$ cat src/verilog/srio_tx_defines.vh
`ifndef SRIO_TX_DEFINES_VH
`define SRIO_TX_DEFINES_VH

// ----------------------------------------
// packet crc
// ----------------------------------------
`define CRC16_POLY   16'h1021
`define CRC16_INIT   16'hffff
`define HDR_KEEP     16'h03ff
`define MID_CRC_HW   9'h028
`define HW_ONE       9'h001

// ----------------------------------------
// control symbols
// ----------------------------------------
`define CRC5_POLY    5'h15
`define CRC5_INIT    5'h1f
`define SC_CHAR      8'h1c
`define STYPE0_STAT  3'h4
`define STYPE1_NOP   3'h7
`define STAT_BUFS    5'h1f
`define CMD_NONE     3'h0
`define PAR_NONE     5'h00

// ----------------------------------------
// queues and acknowledge ids
// ----------------------------------------
`define DFIFO_W      35
`define DFIFO_DEPTH  32
`define DFIFO_AW     5
`define SFIFO_W      64
`define SFIFO_DEPTH  8
`define SFIFO_AW     3
`define SFIFO_ROOM   4'h6
`define ACKQ_DEPTH   6'h20
`define ACK_ONE      5'h01

`endif

$ cat src/verilog/ack_queue.v
`timescale 1ns/10ps
`include "srio_tx_defines.vh"
// ----------------------------------------
// outstanding packet tracker
// ----------------------------------------
module ack_queue (
  input  wire       i_mclk,
  input  wire       i_rst,
  input  wire       i_commit,
  input  wire       i_acc_valid,
  input  wire [4:0] i_acc_ackid,
  input  wire       i_retry,
  output reg  [4:0] o_next_ackid,
  output reg        o_rel_valid,
  output reg  [4:0] o_rel_ackid,
  output reg        o_full
);
  reg  [4:0] oldest_q;
  reg  [5:0] cnt_q;
  reg  [5:0] cnt_d;
  wire       rel;

  // acceptance is in order, so only the oldest id can be released
  assign rel = i_acc_valid & (i_acc_ackid == oldest_q) & (cnt_q != 6'h00);

  always @* begin
    cnt_d = cnt_q;
    if (i_retry) begin
      cnt_d = 6'h00;
    end else if (i_commit & ~rel) begin
      cnt_d = cnt_q + 6'h01;
    end else if (rel & ~i_commit) begin
      cnt_d = cnt_q - 6'h01;
    end
  end

  // retry rewinds the next id to the oldest unacknowledged one
  always @(posedge i_mclk) begin
    if (i_rst) begin
      o_next_ackid <= 5'h00;
      oldest_q     <= 5'h00;
      cnt_q        <= 6'h00;
      o_rel_valid  <= 1'b0;
      o_rel_ackid  <= 5'h00;
      o_full       <= 1'b0;
    end else begin
      cnt_q       <= cnt_d;
      o_full      <= (cnt_d == `ACKQ_DEPTH);
      o_rel_valid <= rel & ~i_retry;
      if (rel & ~i_retry) begin
        o_rel_ackid <= oldest_q;
        oldest_q    <= oldest_q + `ACK_ONE;
      end
      if (i_retry) begin
        o_next_ackid <= rel ? oldest_q + `ACK_ONE : oldest_q;
      end else if (i_commit) begin
        o_next_ackid <= o_next_ackid + `ACK_ONE;
      end
    end
  end
endmodule

$ cat src/verilog/srio_tx_front.v
`timescale 1ns/10ps
`include "srio_tx_defines.vh"
// Notes on behaviour
// - ready high whenever a word can be taken
// - discard drops the packet in progress
// - next ack id names packet to send
// - released ack id frees user buffer slot
// - ack id chosen by outstanding queue
// - data goes crc stage then assembly fifo
// - crc16 poly 1021 over header, payload
// - crc preset to all ones per packet
// - ack id and reserved bit fed zero
// - short packets get one trailing crc
// - long packets get crc after 80 bytes
// - running crc continues through inserted crc
// - zero halfword pads to 32-bit boundary
// - symbols built on request, queued
// - symbol is delimiter plus 24 bits
// - each queue entry holds two symbols
// - lone symbol paired with status/nop filler
// - status stype0 code is binary 100
// - symbol carries 5-bit crc
module srio_tx_front (
  input  wire        i_mclk,
  input  wire        i_rst,
  input  wire        i_tx_valid,
  input  wire        i_tx_sop,
  input  wire        i_tx_eop,
  input  wire        i_tx_half,
  input  wire [31:0] i_tx_data,
  input  wire        i_tx_discard,
  output reg         o_tx_ready,
  output wire [4:0]  o_tx_next_ackid,
  output wire        o_tx_rel_valid,
  output wire [4:0]  o_tx_rel_ackid,
  input  wire        i_acc_valid,
  input  wire [4:0]  i_acc_ackid,
  input  wire        i_retry,
  output wire        o_pkt_valid,
  output wire [31:0] o_pkt_data,
  output wire        o_pkt_sop,
  output wire        o_pkt_eop,
  output wire        o_pkt_stomp,
  input  wire        i_pkt_ready,
  input  wire        i_sym_valid,
  input  wire [2:0]  i_sym_stype0,
  input  wire [4:0]  i_sym_par0,
  input  wire [4:0]  i_sym_par1,
  input  wire [2:0]  i_sym_stype1,
  input  wire [2:0]  i_sym_cmd,
  output reg         o_sym_ready,
  output wire        o_symq_valid,
  output wire [63:0] o_symq_pair,
  input  wire        i_symq_ready
);
  localparam ST_WAIT = 3'b000;
  localparam ST_UP   = 3'b001;
  localparam ST_LO   = 3'b010;
  localparam ST_CRC  = 3'b011;
  localparam ST_PAD  = 3'b100;

  // ----------------------------------------
  // crc helpers
  // ----------------------------------------
  // one halfword through the packet crc, msb first
  function [15:0] crc16_hw;
    input [15:0] c;
    input [15:0] d;
    integer i;
    reg [15:0] r;
    begin
      r = c;
      for (i = 15; i >= 0; i = i - 1) begin
        if (r[15] ^ d[i]) begin
          r = {r[14:0], 1'b0} ^ `CRC16_POLY;
        end else begin
          r = {r[14:0], 1'b0};
        end
      end
      crc16_hw = r;
    end
  endfunction

  // full symbol word: delimiter, 19 body bits, crc5
  function [31:0] mk_sym;
    input [18:0] b;
    integer i;
    reg [4:0] r;
    begin
      r = `CRC5_INIT;
      for (i = 18; i >= 0; i = i - 1) begin
        if (r[4] ^ b[i]) begin
          r = {r[3:0], 1'b0} ^ `CRC5_POLY;
        end else begin
          r = {r[3:0], 1'b0};
        end
      end
      mk_sym = {`SC_CHAR, b, r};
    end
  endfunction

  // ----------------------------------------
  // packet engine state
  // ----------------------------------------
  reg  [2:0]  st_q;
  reg  [31:0] word_q;
  reg         eop_q;
  reg         half_q;
  reg         first_q;
  reg         inpkt_q;
  reg         disc_q;
  reg         mid_q;
  reg  [8:0]  hw_cnt_q;
  reg  [15:0] crc_q;
  reg         pk_have_q;
  reg         pk_sop_q;
  reg  [15:0] pk_hi_q;
  reg         emit_v;
  reg  [15:0] emit_hw;
  reg         emit_end;
  reg         disc_push;
  wire        dfifo_rdy;
  wire        dfifo_push;
  wire [34:0] dfifo_data;
  wire        acq_full;
  wire        take;
  wire        is_last;
  wire [15:0] cur_hw;
  wire [15:0] hw_crc;
  wire [15:0] hw_out;
  wire [8:0]  cnt_inc;
  wire        commit;
  wire        wait_next;

  assign take    = o_tx_ready & i_tx_valid & ~i_tx_discard &
                   (inpkt_q | i_tx_sop);
  assign cur_hw  = (st_q == ST_LO) ? word_q[15:0] : word_q[31:16];
  assign is_last = eop_q & ((st_q == ST_LO) | half_q);
  // crc sees zeros in the id field, output carries the live id
  assign hw_crc  = first_q ? (cur_hw & `HDR_KEEP) : cur_hw;
  assign hw_out  = first_q ? {o_tx_next_ackid, 1'b0, cur_hw[9:0]}
                           : cur_hw;
  assign cnt_inc = hw_cnt_q + `HW_ONE;
  assign commit  = emit_v & (st_q == ST_CRC) & ~mid_q;

  // ----------------------------------------
  // halfword emission
  // ----------------------------------------
  // a pending discard beats data; nothing moves while the fifo is full
  always @* begin
    emit_v    = 1'b0;
    emit_hw   = hw_out;
    emit_end  = 1'b0;
    disc_push = 1'b0;
    if (dfifo_rdy) begin
      if (disc_q) begin
        disc_push = 1'b1;
      end else begin
        case (st_q)
          ST_UP, ST_LO: begin
            emit_v = 1'b1;
          end
          ST_CRC: begin
            emit_v   = 1'b1;
            emit_hw  = crc_q;
            emit_end = ~mid_q & pk_have_q;
          end
          ST_PAD: begin
            emit_v   = 1'b1;
            emit_hw  = 16'h0000;
            emit_end = 1'b1;
          end
          default: begin
            emit_v = 1'b0;
          end
        endcase
      end
    end
  end

  // words form from halfword pairs; a stomp entry closes a dropped packet
  assign dfifo_push = disc_push | (emit_v & pk_have_q);
  assign dfifo_data = disc_push ? {3'b011, 32'h0000_0000}
                    : {pk_sop_q, emit_end, 1'b0, pk_hi_q, emit_hw};

  // engine comes back to waiting for a user word
  assign wait_next = disc_push
    | ((st_q == ST_WAIT) & ~take)
    | ((st_q == ST_LO) & emit_v & ~is_last & (cnt_inc != `MID_CRC_HW))
    | ((st_q == ST_CRC) & emit_v & (mid_q | pk_have_q))
    | ((st_q == ST_PAD) & emit_v);

  // ----------------------------------------
  // packet engine
  // ----------------------------------------
  always @(posedge i_mclk) begin
    if (i_rst) begin
      st_q       <= ST_WAIT;
      word_q     <= 32'h0000_0000;
      eop_q      <= 1'b0;
      half_q     <= 1'b0;
      first_q    <= 1'b0;
      inpkt_q    <= 1'b0;
      disc_q     <= 1'b0;
      mid_q      <= 1'b0;
      hw_cnt_q   <= 9'h000;
      crc_q      <= `CRC16_INIT;
      pk_have_q  <= 1'b0;
      pk_sop_q   <= 1'b0;
      pk_hi_q    <= 16'h0000;
      o_tx_ready <= 1'b0;
    end else begin
      // ready only when the next cycle can take a word
      o_tx_ready <= wait_next & ~acq_full & ~disc_q &
                    ~(i_tx_discard & inpkt_q);
      // discard is held until the stomp entry fits in the fifo
      if (disc_push) begin
        disc_q <= 1'b0;
      end else if (i_tx_discard & inpkt_q) begin
        disc_q <= 1'b1;
      end
      // halfword packer
      if (disc_push) begin
        pk_have_q <= 1'b0;
        pk_sop_q  <= 1'b0;
      end else if (emit_v) begin
        if (pk_have_q) begin
          pk_have_q <= 1'b0;
          pk_sop_q  <= 1'b0;
        end else begin
          pk_hi_q   <= emit_hw;
          pk_have_q <= 1'b1;
        end
      end
      if (disc_push) begin
        st_q    <= ST_WAIT;
        inpkt_q <= 1'b0;
      end else begin
        case (st_q)
          ST_WAIT: begin
            if (take) begin
              word_q <= i_tx_data;
              eop_q  <= i_tx_eop;
              half_q <= i_tx_half;
              st_q   <= ST_UP;
              if (~inpkt_q) begin
                inpkt_q  <= 1'b1;
                first_q  <= 1'b1;
                crc_q    <= `CRC16_INIT;
                hw_cnt_q <= 9'h000;
                pk_sop_q <= 1'b1;
              end
            end
          end
          ST_UP, ST_LO: begin
            if (emit_v) begin
              crc_q    <= crc16_hw(crc_q, hw_crc);
              first_q  <= 1'b0;
              hw_cnt_q <= cnt_inc;
              mid_q    <= ~is_last;
              if (is_last) begin
                st_q <= ST_CRC;
              end else if (st_q == ST_UP) begin
                st_q <= ST_LO;
              end else if (cnt_inc == `MID_CRC_HW) begin
                st_q <= ST_CRC;
              end else begin
                st_q <= ST_WAIT;
              end
            end
          end
          ST_CRC: begin
            if (emit_v) begin
              // inserted value feeds the running crc, no re-preset
              crc_q <= crc16_hw(crc_q, crc_q);
              if (mid_q) begin
                st_q <= ST_WAIT;
              end else if (pk_have_q) begin
                st_q    <= ST_WAIT;
                inpkt_q <= 1'b0;
              end else begin
                st_q <= ST_PAD;
              end
            end
          end
          ST_PAD: begin
            if (emit_v) begin
              st_q    <= ST_WAIT;
              inpkt_q <= 1'b0;
            end
          end
          default: begin
            st_q <= ST_WAIT;
          end
        endcase
      end
    end
  end

  // ----------------------------------------
  // data fifo and acknowledge ids
  // ----------------------------------------
  sync_fifo #(
    .W  (`DFIFO_W),
    .D  (`DFIFO_DEPTH),
    .AW (`DFIFO_AW)
  ) u_dfifo (
    .i_mclk  (i_mclk),
    .i_rst   (i_rst),
    .i_valid (dfifo_push),
    .o_ready (dfifo_rdy),
    .i_data  (dfifo_data),
    .o_valid (o_pkt_valid),
    .o_data  ({o_pkt_sop, o_pkt_eop, o_pkt_stomp, o_pkt_data}),
    .i_ready (i_pkt_ready),
    .o_level ()
  );

  // id advances only when a packet completes, not on discard
  ack_queue u_ackq (
    .i_mclk       (i_mclk),
    .i_rst        (i_rst),
    .i_commit     (commit),
    .i_acc_valid  (i_acc_valid),
    .i_acc_ackid  (i_acc_ackid),
    .i_retry      (i_retry),
    .o_next_ackid (o_tx_next_ackid),
    .o_rel_valid  (o_tx_rel_valid),
    .o_rel_ackid  (o_tx_rel_ackid),
    .o_full       (acq_full)
  );

  // ----------------------------------------
  // symbol generator
  // ----------------------------------------
  reg         hold_q;
  reg  [31:0] hold_sym_q;
  wire        sym_acc;
  wire [31:0] new_sym;
  wire [31:0] fill_sym;
  wire        sfifo_rdy;
  wire [3:0]  sfifo_lvl;
  wire        sym_push;

  assign sym_acc  = o_sym_ready & i_sym_valid;
  assign new_sym  = mk_sym({i_sym_stype0, i_sym_par0, i_sym_par1,
                            i_sym_stype1, i_sym_cmd});
  assign fill_sym = mk_sym({`STYPE0_STAT, `PAR_NONE, `STAT_BUFS,
                            `STYPE1_NOP, `CMD_NONE});
  // a lone symbol goes out a cycle later with the filler beside it
  assign sym_push = hold_q & (sym_acc | sfifo_rdy);

  // hold the first symbol of a pair
  always @(posedge i_mclk) begin
    if (i_rst) begin
      hold_q      <= 1'b0;
      hold_sym_q  <= 32'h0000_0000;
      o_sym_ready <= 1'b0;
    end else begin
      // margin of one because ready lags the level by a cycle
      o_sym_ready <= (sfifo_lvl <= `SFIFO_ROOM);
      if (sym_acc & ~hold_q) begin
        hold_q     <= 1'b1;
        hold_sym_q <= new_sym;
      end else if (sym_push) begin
        hold_q <= 1'b0;
      end
    end
  end

  sync_fifo #(
    .W  (`SFIFO_W),
    .D  (`SFIFO_DEPTH),
    .AW (`SFIFO_AW)
  ) u_sfifo (
    .i_mclk  (i_mclk),
    .i_rst   (i_rst),
    .i_valid (sym_push),
    .o_ready (sfifo_rdy),
    .i_data  ({hold_sym_q, sym_acc ? new_sym : fill_sym}),
    .o_valid (o_symq_valid),
    .o_data  (o_symq_pair),
    .i_ready (i_symq_ready),
    .o_level (sfifo_lvl)
  );
endmodule

$ cat src/verilog/sync_fifo.v
`timescale 1ns/10ps
// ----------------------------------------
// synchronous fifo, registered read side
// ----------------------------------------
module sync_fifo #(
  parameter W  = 35,
  parameter D  = 32,
  parameter AW = 5
) (
  input  wire          i_mclk,
  input  wire          i_rst,
  input  wire          i_valid,
  output wire          o_ready,
  input  wire [W-1:0]  i_data,
  output reg           o_valid,
  output reg  [W-1:0]  o_data,
  input  wire          i_ready,
  output wire [AW:0]   o_level
);
  reg [W-1:0]  mem [0:D-1];
  reg [AW-1:0] wr_q;
  reg [AW-1:0] rd_q;
  reg [AW:0]   cnt_q;
  wire         push;
  wire         load;

  // full and empty come straight from the stored count
  assign o_ready = (cnt_q < D[AW:0]);
  assign o_level = cnt_q;
  assign push    = i_valid & o_ready;
  assign load    = (cnt_q != {(AW+1){1'b0}}) & (~o_valid | i_ready);

  // storage array has no reset; pointers, count and output stage do
  always @(posedge i_mclk) begin
    if (push) begin
      mem[wr_q] <= i_data;
    end
  end

  // pointers, count and output stage
  always @(posedge i_mclk) begin
    if (i_rst) begin
      wr_q    <= {AW{1'b0}};
      rd_q    <= {AW{1'b0}};
      cnt_q   <= {(AW+1){1'b0}};
      o_valid <= 1'b0;
      o_data  <= {W{1'b0}};
    end else begin
      if (push) begin
        wr_q <= wr_q + {{(AW-1){1'b0}}, 1'b1};
      end
      if (load) begin
        rd_q    <= rd_q + {{(AW-1){1'b0}}, 1'b1};
        o_data  <= mem[rd_q];
        o_valid <= 1'b1;
      end else if (i_ready) begin
        o_valid <= 1'b0;
      end
      if (push & ~load) begin
        cnt_q <= cnt_q + {{AW{1'b0}}, 1'b1};
      end else if (load & ~push) begin
        cnt_q <= cnt_q - {{AW{1'b0}}, 1'b1};
      end
    end
  end
endmodule
$ cat config.mk
export PLATFORM = sky130hd
export DESIGN_NAME = srio_tx_front
export DESIGN_NICKNAME = d
export VERILOG_FILES = /design/src/verilog/ack_queue.v /design/src/verilog/srio_tx_front.v /design/src/verilog/sync_fifo.v
export VERILOG_INCLUDE_DIRS = /design/src /design/src/verilog
export SDC_FILE = /design/constraint.sdc
export NUM_CORES = 2
export LEC_CHECK = 0
export ABC_CLOCK_PERIOD_IN_PS = 10000
export BUFFER_PORTS_ARGS = -buffer_cell sky130_fd_sc_hd__buf_2
export CAP_MARGIN = 25
export CORE_UTILIZATION = 55
export DETAILED_ROUTE_END_ITERATION = 8
export PLACE_DENSITY = 0.82
export SLEW_MARGIN = 5
export SYNTH_ARGS = -nofsm -noshare
export SYNTH_HDL_FRONTEND = slang
export SYNTH_HIERARCHICAL = 1
export SYNTH_SLANG_ARGS = --single-unit
export TNS_END_PERCENT = 100
$ cat constraint.sdc
create_clock -name i_mclk -period 10 [get_ports i_mclk]
set_input_delay 1 -clock i_mclk [delete_from_list [all_inputs] [get_ports i_mclk]]
set_output_delay 1 -clock i_mclk [all_outputs]
set_load 0.02 [all_outputs]
# After elaboration in Yosys (flattened, before gate mapping)

Memory sizes are Yosys's and may differ from the RTL's. A register that Yosys moved wholly into a read port is not among the register bits.
Index checks and enable logic that the tools add are counted.

$add $sub $neg: 13
Order comparisons: 3
Equality and inequality tests: 15
Muxes and demuxes: 242
Bitwise gates (word level): 162
Reductions and logical operators: 23

Operator list:

| operator            | count |
|---|---|
| $mux 16             | 129 |
| $mux 13             | 31 |
| $not 3->3           | 49 |
| $mux 5              | 22 |
| $xor 1x1->1         | 49 |
| $pmux 16 s3         | 1 |
| $mux 35             | 1 |
| $and 1x1->1         | 34 |
| $mux 1              | 32 |
| $pmux 16 s2         | 1 |
| $mux 6              | 5 |
| $mux 9              | 3 |
| $mux 24             | 1 |
| $add 5x1->5 const B | 4 |
| $not 1->1           | 19 |
| $mux 3              | 6 |
| $pmux 9 s2          | 1 |
| $ne 2x2->1 const B  | 7 |
| $reduce_bool 2->1   | 7 |
| $add 6x1->6 const B | 2 |
| $pmux 3 s4          | 1 |
| $reduce_and 6->1    | 2 |
| $reduce_bool 6->1   | 2 |
| $sub 6x1->6 const B | 2 |
| 27 further kinds    | 47 |

Register bits: 227
Bits in writable memories: 1528
Bits of input ports: 68
Output and inout port bits: 114
Logic and storage cells: 492
Memories: 2

Memory list:

| name        | words | width | rd ports | clocked after memory_dff | wr ports | line           | RTL |
|---|---|---|---|---|---|---|---|
| u_dfifo.mem | 32    | 35    | 1        | 1                        | 1        | sync_fifo.v:20 | `reg [W-1:0] mem [0:D-1];` |
| u_sfifo.mem | 8     | 51    | 1        | 1                        | 1        | sync_fifo.v:20 |  |

# Depth between registers and ports, before layout

Word-level depth: 97
Depth in mapped cells: 15
Mapped depth without buffers: 13

# Hierarchy

Netlist, hierarchy kept.

Modules (own cells, without submodules):

| module              | times used | cells each | area each (um^2) | sequential area each (um^2) |
|---|---|---|---|---|
| sync_fifo (u_dfifo) | 1          | 2059       | 44313.8          | 34673.3 |
| sync_fifo (u_sfifo) | 1          | 1028       | 21583.2          | 16876.2 |
| srio_tx_front       | 1          | 774        | 6122.1           | 2242.2 |
| ack_queue           | 1          | 149        | 1301.2           | 460.4 |

# Least setup slack after synthesis

OpenSTA, ideal clock, no wires.

Kind: input-to-reg
Start point: input port i_sym_valid
End point: memory u_sfifo/mem[0][0] in the netlist's numbering, enable pin
Library setup time: 0.565 ns
Data arrival time: 6.169 ns
Data required time: 9.435 ns
Slack: 3.266 ns
Stages: 7
Buffers on the path: 1
Cells stage by stage: and2_1 > nor2_1 > nor2b_1 > nor2b_1 > clkbuf_1 > nand2b_1 > nor3_1

Longest elaborated chain between the ends: 6

Ends and longest elaborated chain:

| element                      | line                | RTL |
|---|---|---|
| from (decl)                  | srio_tx_front.v:45  | `input wire i_sym_valid,` |
| $and 1x1->1                  | srio_tx_front.v:345 | `assign sym_acc = o_sym_ready & i_sym_valid;` |
| $or 1x1->1                   | srio_tx_front.v:351 | `assign sym_push = hold_q & (sym_acc \| sfifo_rdy);` |
| $and 1x1->1                  | srio_tx_front.v:351 |  |
| net sym_push                 | srio_tx_front.v:343 | `wire sym_push;` |
| $and 1x1->1                  | sync_fifo.v:30      | `assign push = i_valid & o_ready;` |
| net u_sfifo.push             | sync_fifo.v:24      | `wire push;` |
| $mux 1                       | sync_fifo.v:35      | `if (push) begin` |
| $mux 1 (not written as such) | sync_fifo.v:36      | `mem[wr_q] <= i_data;` |
| to (decl)                    | sync_fifo.v:20      |  |

The timed path passes the listed nets, and every way through them passes these cells.

==> results by group <==
Final layout
  • Fin nets: 4442
  • Most common cell after layout, fill and taps aside: edfxtp_1
  • Share of final-layout standard cells stronger than drive strength 1: 23.25%
  • Relative area change from synthesis to final layout: 13.63%
  • Number of diodes added for antenna fixing: 0
  • Highest-count cells in the layout ignoring fill and taps: 1632 x edfxtp_1, 339 x mux4_2, 256 x dfxtp_1
  • Count of filler cells inserted in the layout: 8490

Critical path
  • Chain of cells forming the critical path: buf_12 > buf_12 > mux4_2 > a22o_1 > a2111oi_1 > buf_4 > a21oi_1 > a22o_1
  • Buffering stage count on the worst path with inverters included: 3
  • WP depth: 8
  • Worst path required time: 10720 ps
  • CP delay by family, top: buffers and inverters
  • Nature of the critical path endpoint: flop
  • Number of cells on the worst reg-to-reg path: 8
  • CP max FO: 110
  • Critical Path Max Stage Delay: 870 ps
  • Startpoint Class: flop
  • Reg-to-reg setup timing slack: 5580 ps
  • Highest-delay cell along the critical path: dfxtp_4
  • Setup Crit Path Kind: reg -> reg
  • Crit path DAT: 5150 ps

Die
  • Floorplan Core Area: 131800 um^2
  • Total die area: 134800 um^2
  • Ports placed on the boundary: 182
  • Row Count: 133
  • Initial core utilization: 55.63%
  • Die Span X: 367.1 um
  • DIE HEIGHT: 367.1 um

Power
  • Worst vdd rail ir drop: 232.0 uV
  • Cell leakage power: 27.22 nW
  • Final Power: 0.02194 W
  • PD cells: 263.4 nW/um^2

Synthesis
  • Share of flip-flops with an asynchronous set or reset: 0%
  • Cell count after synthesis: 4010
  • Synthesized area per cell: 18.28 um^2
  • Biggest area contributors in the synthesized netlist: edfxtp_1 67%, mux4_2 10%, dfxtp_1 7.2%
  • Xor/xnor share of the synthesized area: 1.831%
  • Area of the mapped netlist: 73320 um^2
  • Compound-gate portion of the synthesized area: 5.087%
  • Multiplexer share of the synthesized area: 12.78%
  • Post-synthesis sequential area ratio: 73.99%
  • Primary FF master, synth: edfxtp_1
  • Yosys reg bits: 1894
  • Number of distinct library cells after synthesis: 83
  • Cell type with the highest aggregate area in the netlist: edfxtp_1
  • Main combinational cell family by area after synthesis: multiplexers
  • Adder and majority cell fraction of the synthesized area: 0.4300%
  • Area share of the leading cell type in the synthesized netlist: 66.84%
  • Yosys warning count: 6
  • Simple-gate share of the synthesized area: 4.138%
  • Number of enable-type register cells in the synthesized netlist: 1632

STA
  • Maximum clock skew at final layout: 45.60 ps
  • Final count of negative-setup-slack endpoints: 0
  • Final critical-path share of the clock period: 44.25%
  • Post-route worst setup slack: 5575 ps
  • Setup repair after global routing missed its margin: false
  • Final min period: 4425 ps
  • Max transition margin: 26.63%
  • Setup Total Neg Slack: 0 ps
  • Slew at the pin closest to its max-slew limit: 1099 ps
  • Final count of pins violating max slew: 0
  • Max Fclk: 226.0 MHz
  • Number of endpoints with negative hold slack in the final report: 0

Clock tree
  • TritonCTS clock tree: yes
  • Clk Latency, worst-skew pair: 830 ps
  • Number of hold buffers added after CTS: 0
  • Clock transition time at the flip-flop clock pins of the worst setup and hold paths: 70 ps
  • CTS buffer count: 179
  • Setup Fix Bufs, Post-CTS: 0
  • Number of cells upsized or downsized after cts: 0
  • Total number of clock tree sinks: 1894
  • CTS H-tree lvls: 4
  • CTS Root Buffer Type: clkbuf_16
  • CTS Buffer Depth: 3

Routing
  • Highest metal layer with signal wires: met5
  • Total number of vias: 40416
  • 1st-pass router iterations: 6
  • Routed length on met2: 88.44 mm
  • Via/cell ratio: 6.457
  • DRC: 0
  • WL/cell: 29.27 um
  • Final Routed Wirelength: 183.2 mm
  • Total met3 wirelength after detailed routing: 20.17 mm
  • First DRT Iteration DRCs: 5275
  • Antenna violation net count after detailed routing: 0
  • Met1 wire length: 66.20 mm

GRT
  • Global Route Usage Sum: 27.11%
  • Antenna violations before repair: 6
  • Largest net degree at the start of global routing: 111
  • Vias in the first global route: 41083
  • Leftover overflow at the end of global routing: 0
  • First-pass GRT wire length: 268.7 mm

Min path
  • Count of cells along the worst hold path: 3
  • Hold crit path type: in -> reg

Run
  • Number of maximum-capacitance violations: 0

Placed design
  • Port bufs: 181
  • HPWL after detailed placement: 102.7 mm
  • Weighted congestion reported at the end of routability-driven placement: 0.8423
  • Placement-stage worst setup slack: 5359 ps

Run status
  • Result of the run: finished, final reports clean
[registers in the layout (all words and copies together) (netlist names), 4 cells and up]
signal               count
word_q                  32
u_ackq/oldest_q          5
pk_hi_q                 16
hw_cnt_q                 9
u_dfifo/rd_q             5
u_sfifo/o_data          64
u_dfifo/o_data          35
u_dfifo/mem           1120
u_sfifo/o_level          4
u_dfifo/wr_q             5
u_ackq/o_rel_ackid       5
u_ackq/cnt_q             6
hold_sym_q              25
u_sfifo/mem            512
u_ackq/o_next_ackid      5
u_dfifo/o_level          6
crc_q                   16
[logic make-up (layout without fill, tap and decap cells)]
family                   Yosys count  count (layout)
XOR/XNOR                         127             127
AND/OR/NAND/NOR                  643             643
multiplexers                     512             512
flip-flops                      1894            1894
AO/OA/AOI/OAI                    547             547
adder cells (fa/ha/maj)           24              24
other                              2             104
buffers and inverters            261             653
[where the power goes]
part / internal (W) / switching (W) / leakage, nW
sequential: 0.00930 / 0.000475 / 17.1
clock: 0.00387 / 0.00303 / 2.92
combinational: 0.00205 / 0.00323 / 7.21
[synthesized netlist by cell type (all sizes together), types with 3 or more instances]
library cell	instances
edfxtp	1632
mux4	339
dfxtp	262
nor2	253
a21oi	183
mux2i	172
nand2	171
clkbuf	146
o22ai	99
buf	95
nor3	81
xnor2	80
a22o	68
a2111oi	36
a22oi	35
o221ai	35
xor2	33
a211oi	28
o21ai	26
and2	22
ha	22
nand2b	22
inv	19
and3	18
nand3	14
nand4	14
nor2b	13
xnor3	11
o21a	7
or2	7
nand3b	6
a311oi	5
a21o	4
nor3b	4
nor4	4
or3	4
a31oi	3
o21bai	3
xor3	3
[through the flow]
stage,instances,cell area [um^2],utilization [%],hold slack [ps]
global placement,5901,76820,58.29,442.9
CTS,6255,83240,63.16,353.0
floorplan,4112,73700,-,431.8
detailed placement,5920,77220,58.59,447.2
finish,6259,83310,63.21,410.0
global route,6259,83310,63.21,390.3
[final timing paths]
| path | start | end |
|---|---|---|
| worst min-delay path | i_tx_data[14] | word_q[14]$_SDFFE_PP0P_ |
| worst min register to register | word_q[18]$_SDFFE_PP0P_ | word_q[18]$_SDFFE_PP0P_ |
| worst max-delay path | u_dfifo/rd_q[0]$_SDFFE_PP0P_ | u_dfifo/o_data[28]$_SDFFE_PP0P_ |
| worst max register to register | u_dfifo/rd_q[0]$_SDFFE_PP0P_ | u_dfifo/o_data[28]$_SDFFE_PP0P_ |
[per-layer routing]
layer | track usage [%] | vias up
li1 | - | 16623
met1 | 36.10 | 20519
met2 | 43.48 | 2798
met3 | 5.452 | 468
met4 | 12.25 | 8
met5 | 0 | -
[area by class of cell]
class / count / area [um^2] / area share (%)
timing repair buffer: 298 / 2117 / 2.541
clock inverter: 100 / 1161 / 1.394
inverter: 20 / 75.07 / 0.09011
clock buffer: 235 / 4862 / 5.836
multi-input combinational: 1957 / 18630 / 22.36
sequential: 1894 / 54270 / 65.14
tap: 1755 / 2196 / 2.636
[worst min-delay path, stage by stage]
cell and delay [ps]:
buf_2 90, nand2_1 40, a21oi_1 50
No activity file was read; power rests on OpenSTA's default activity.
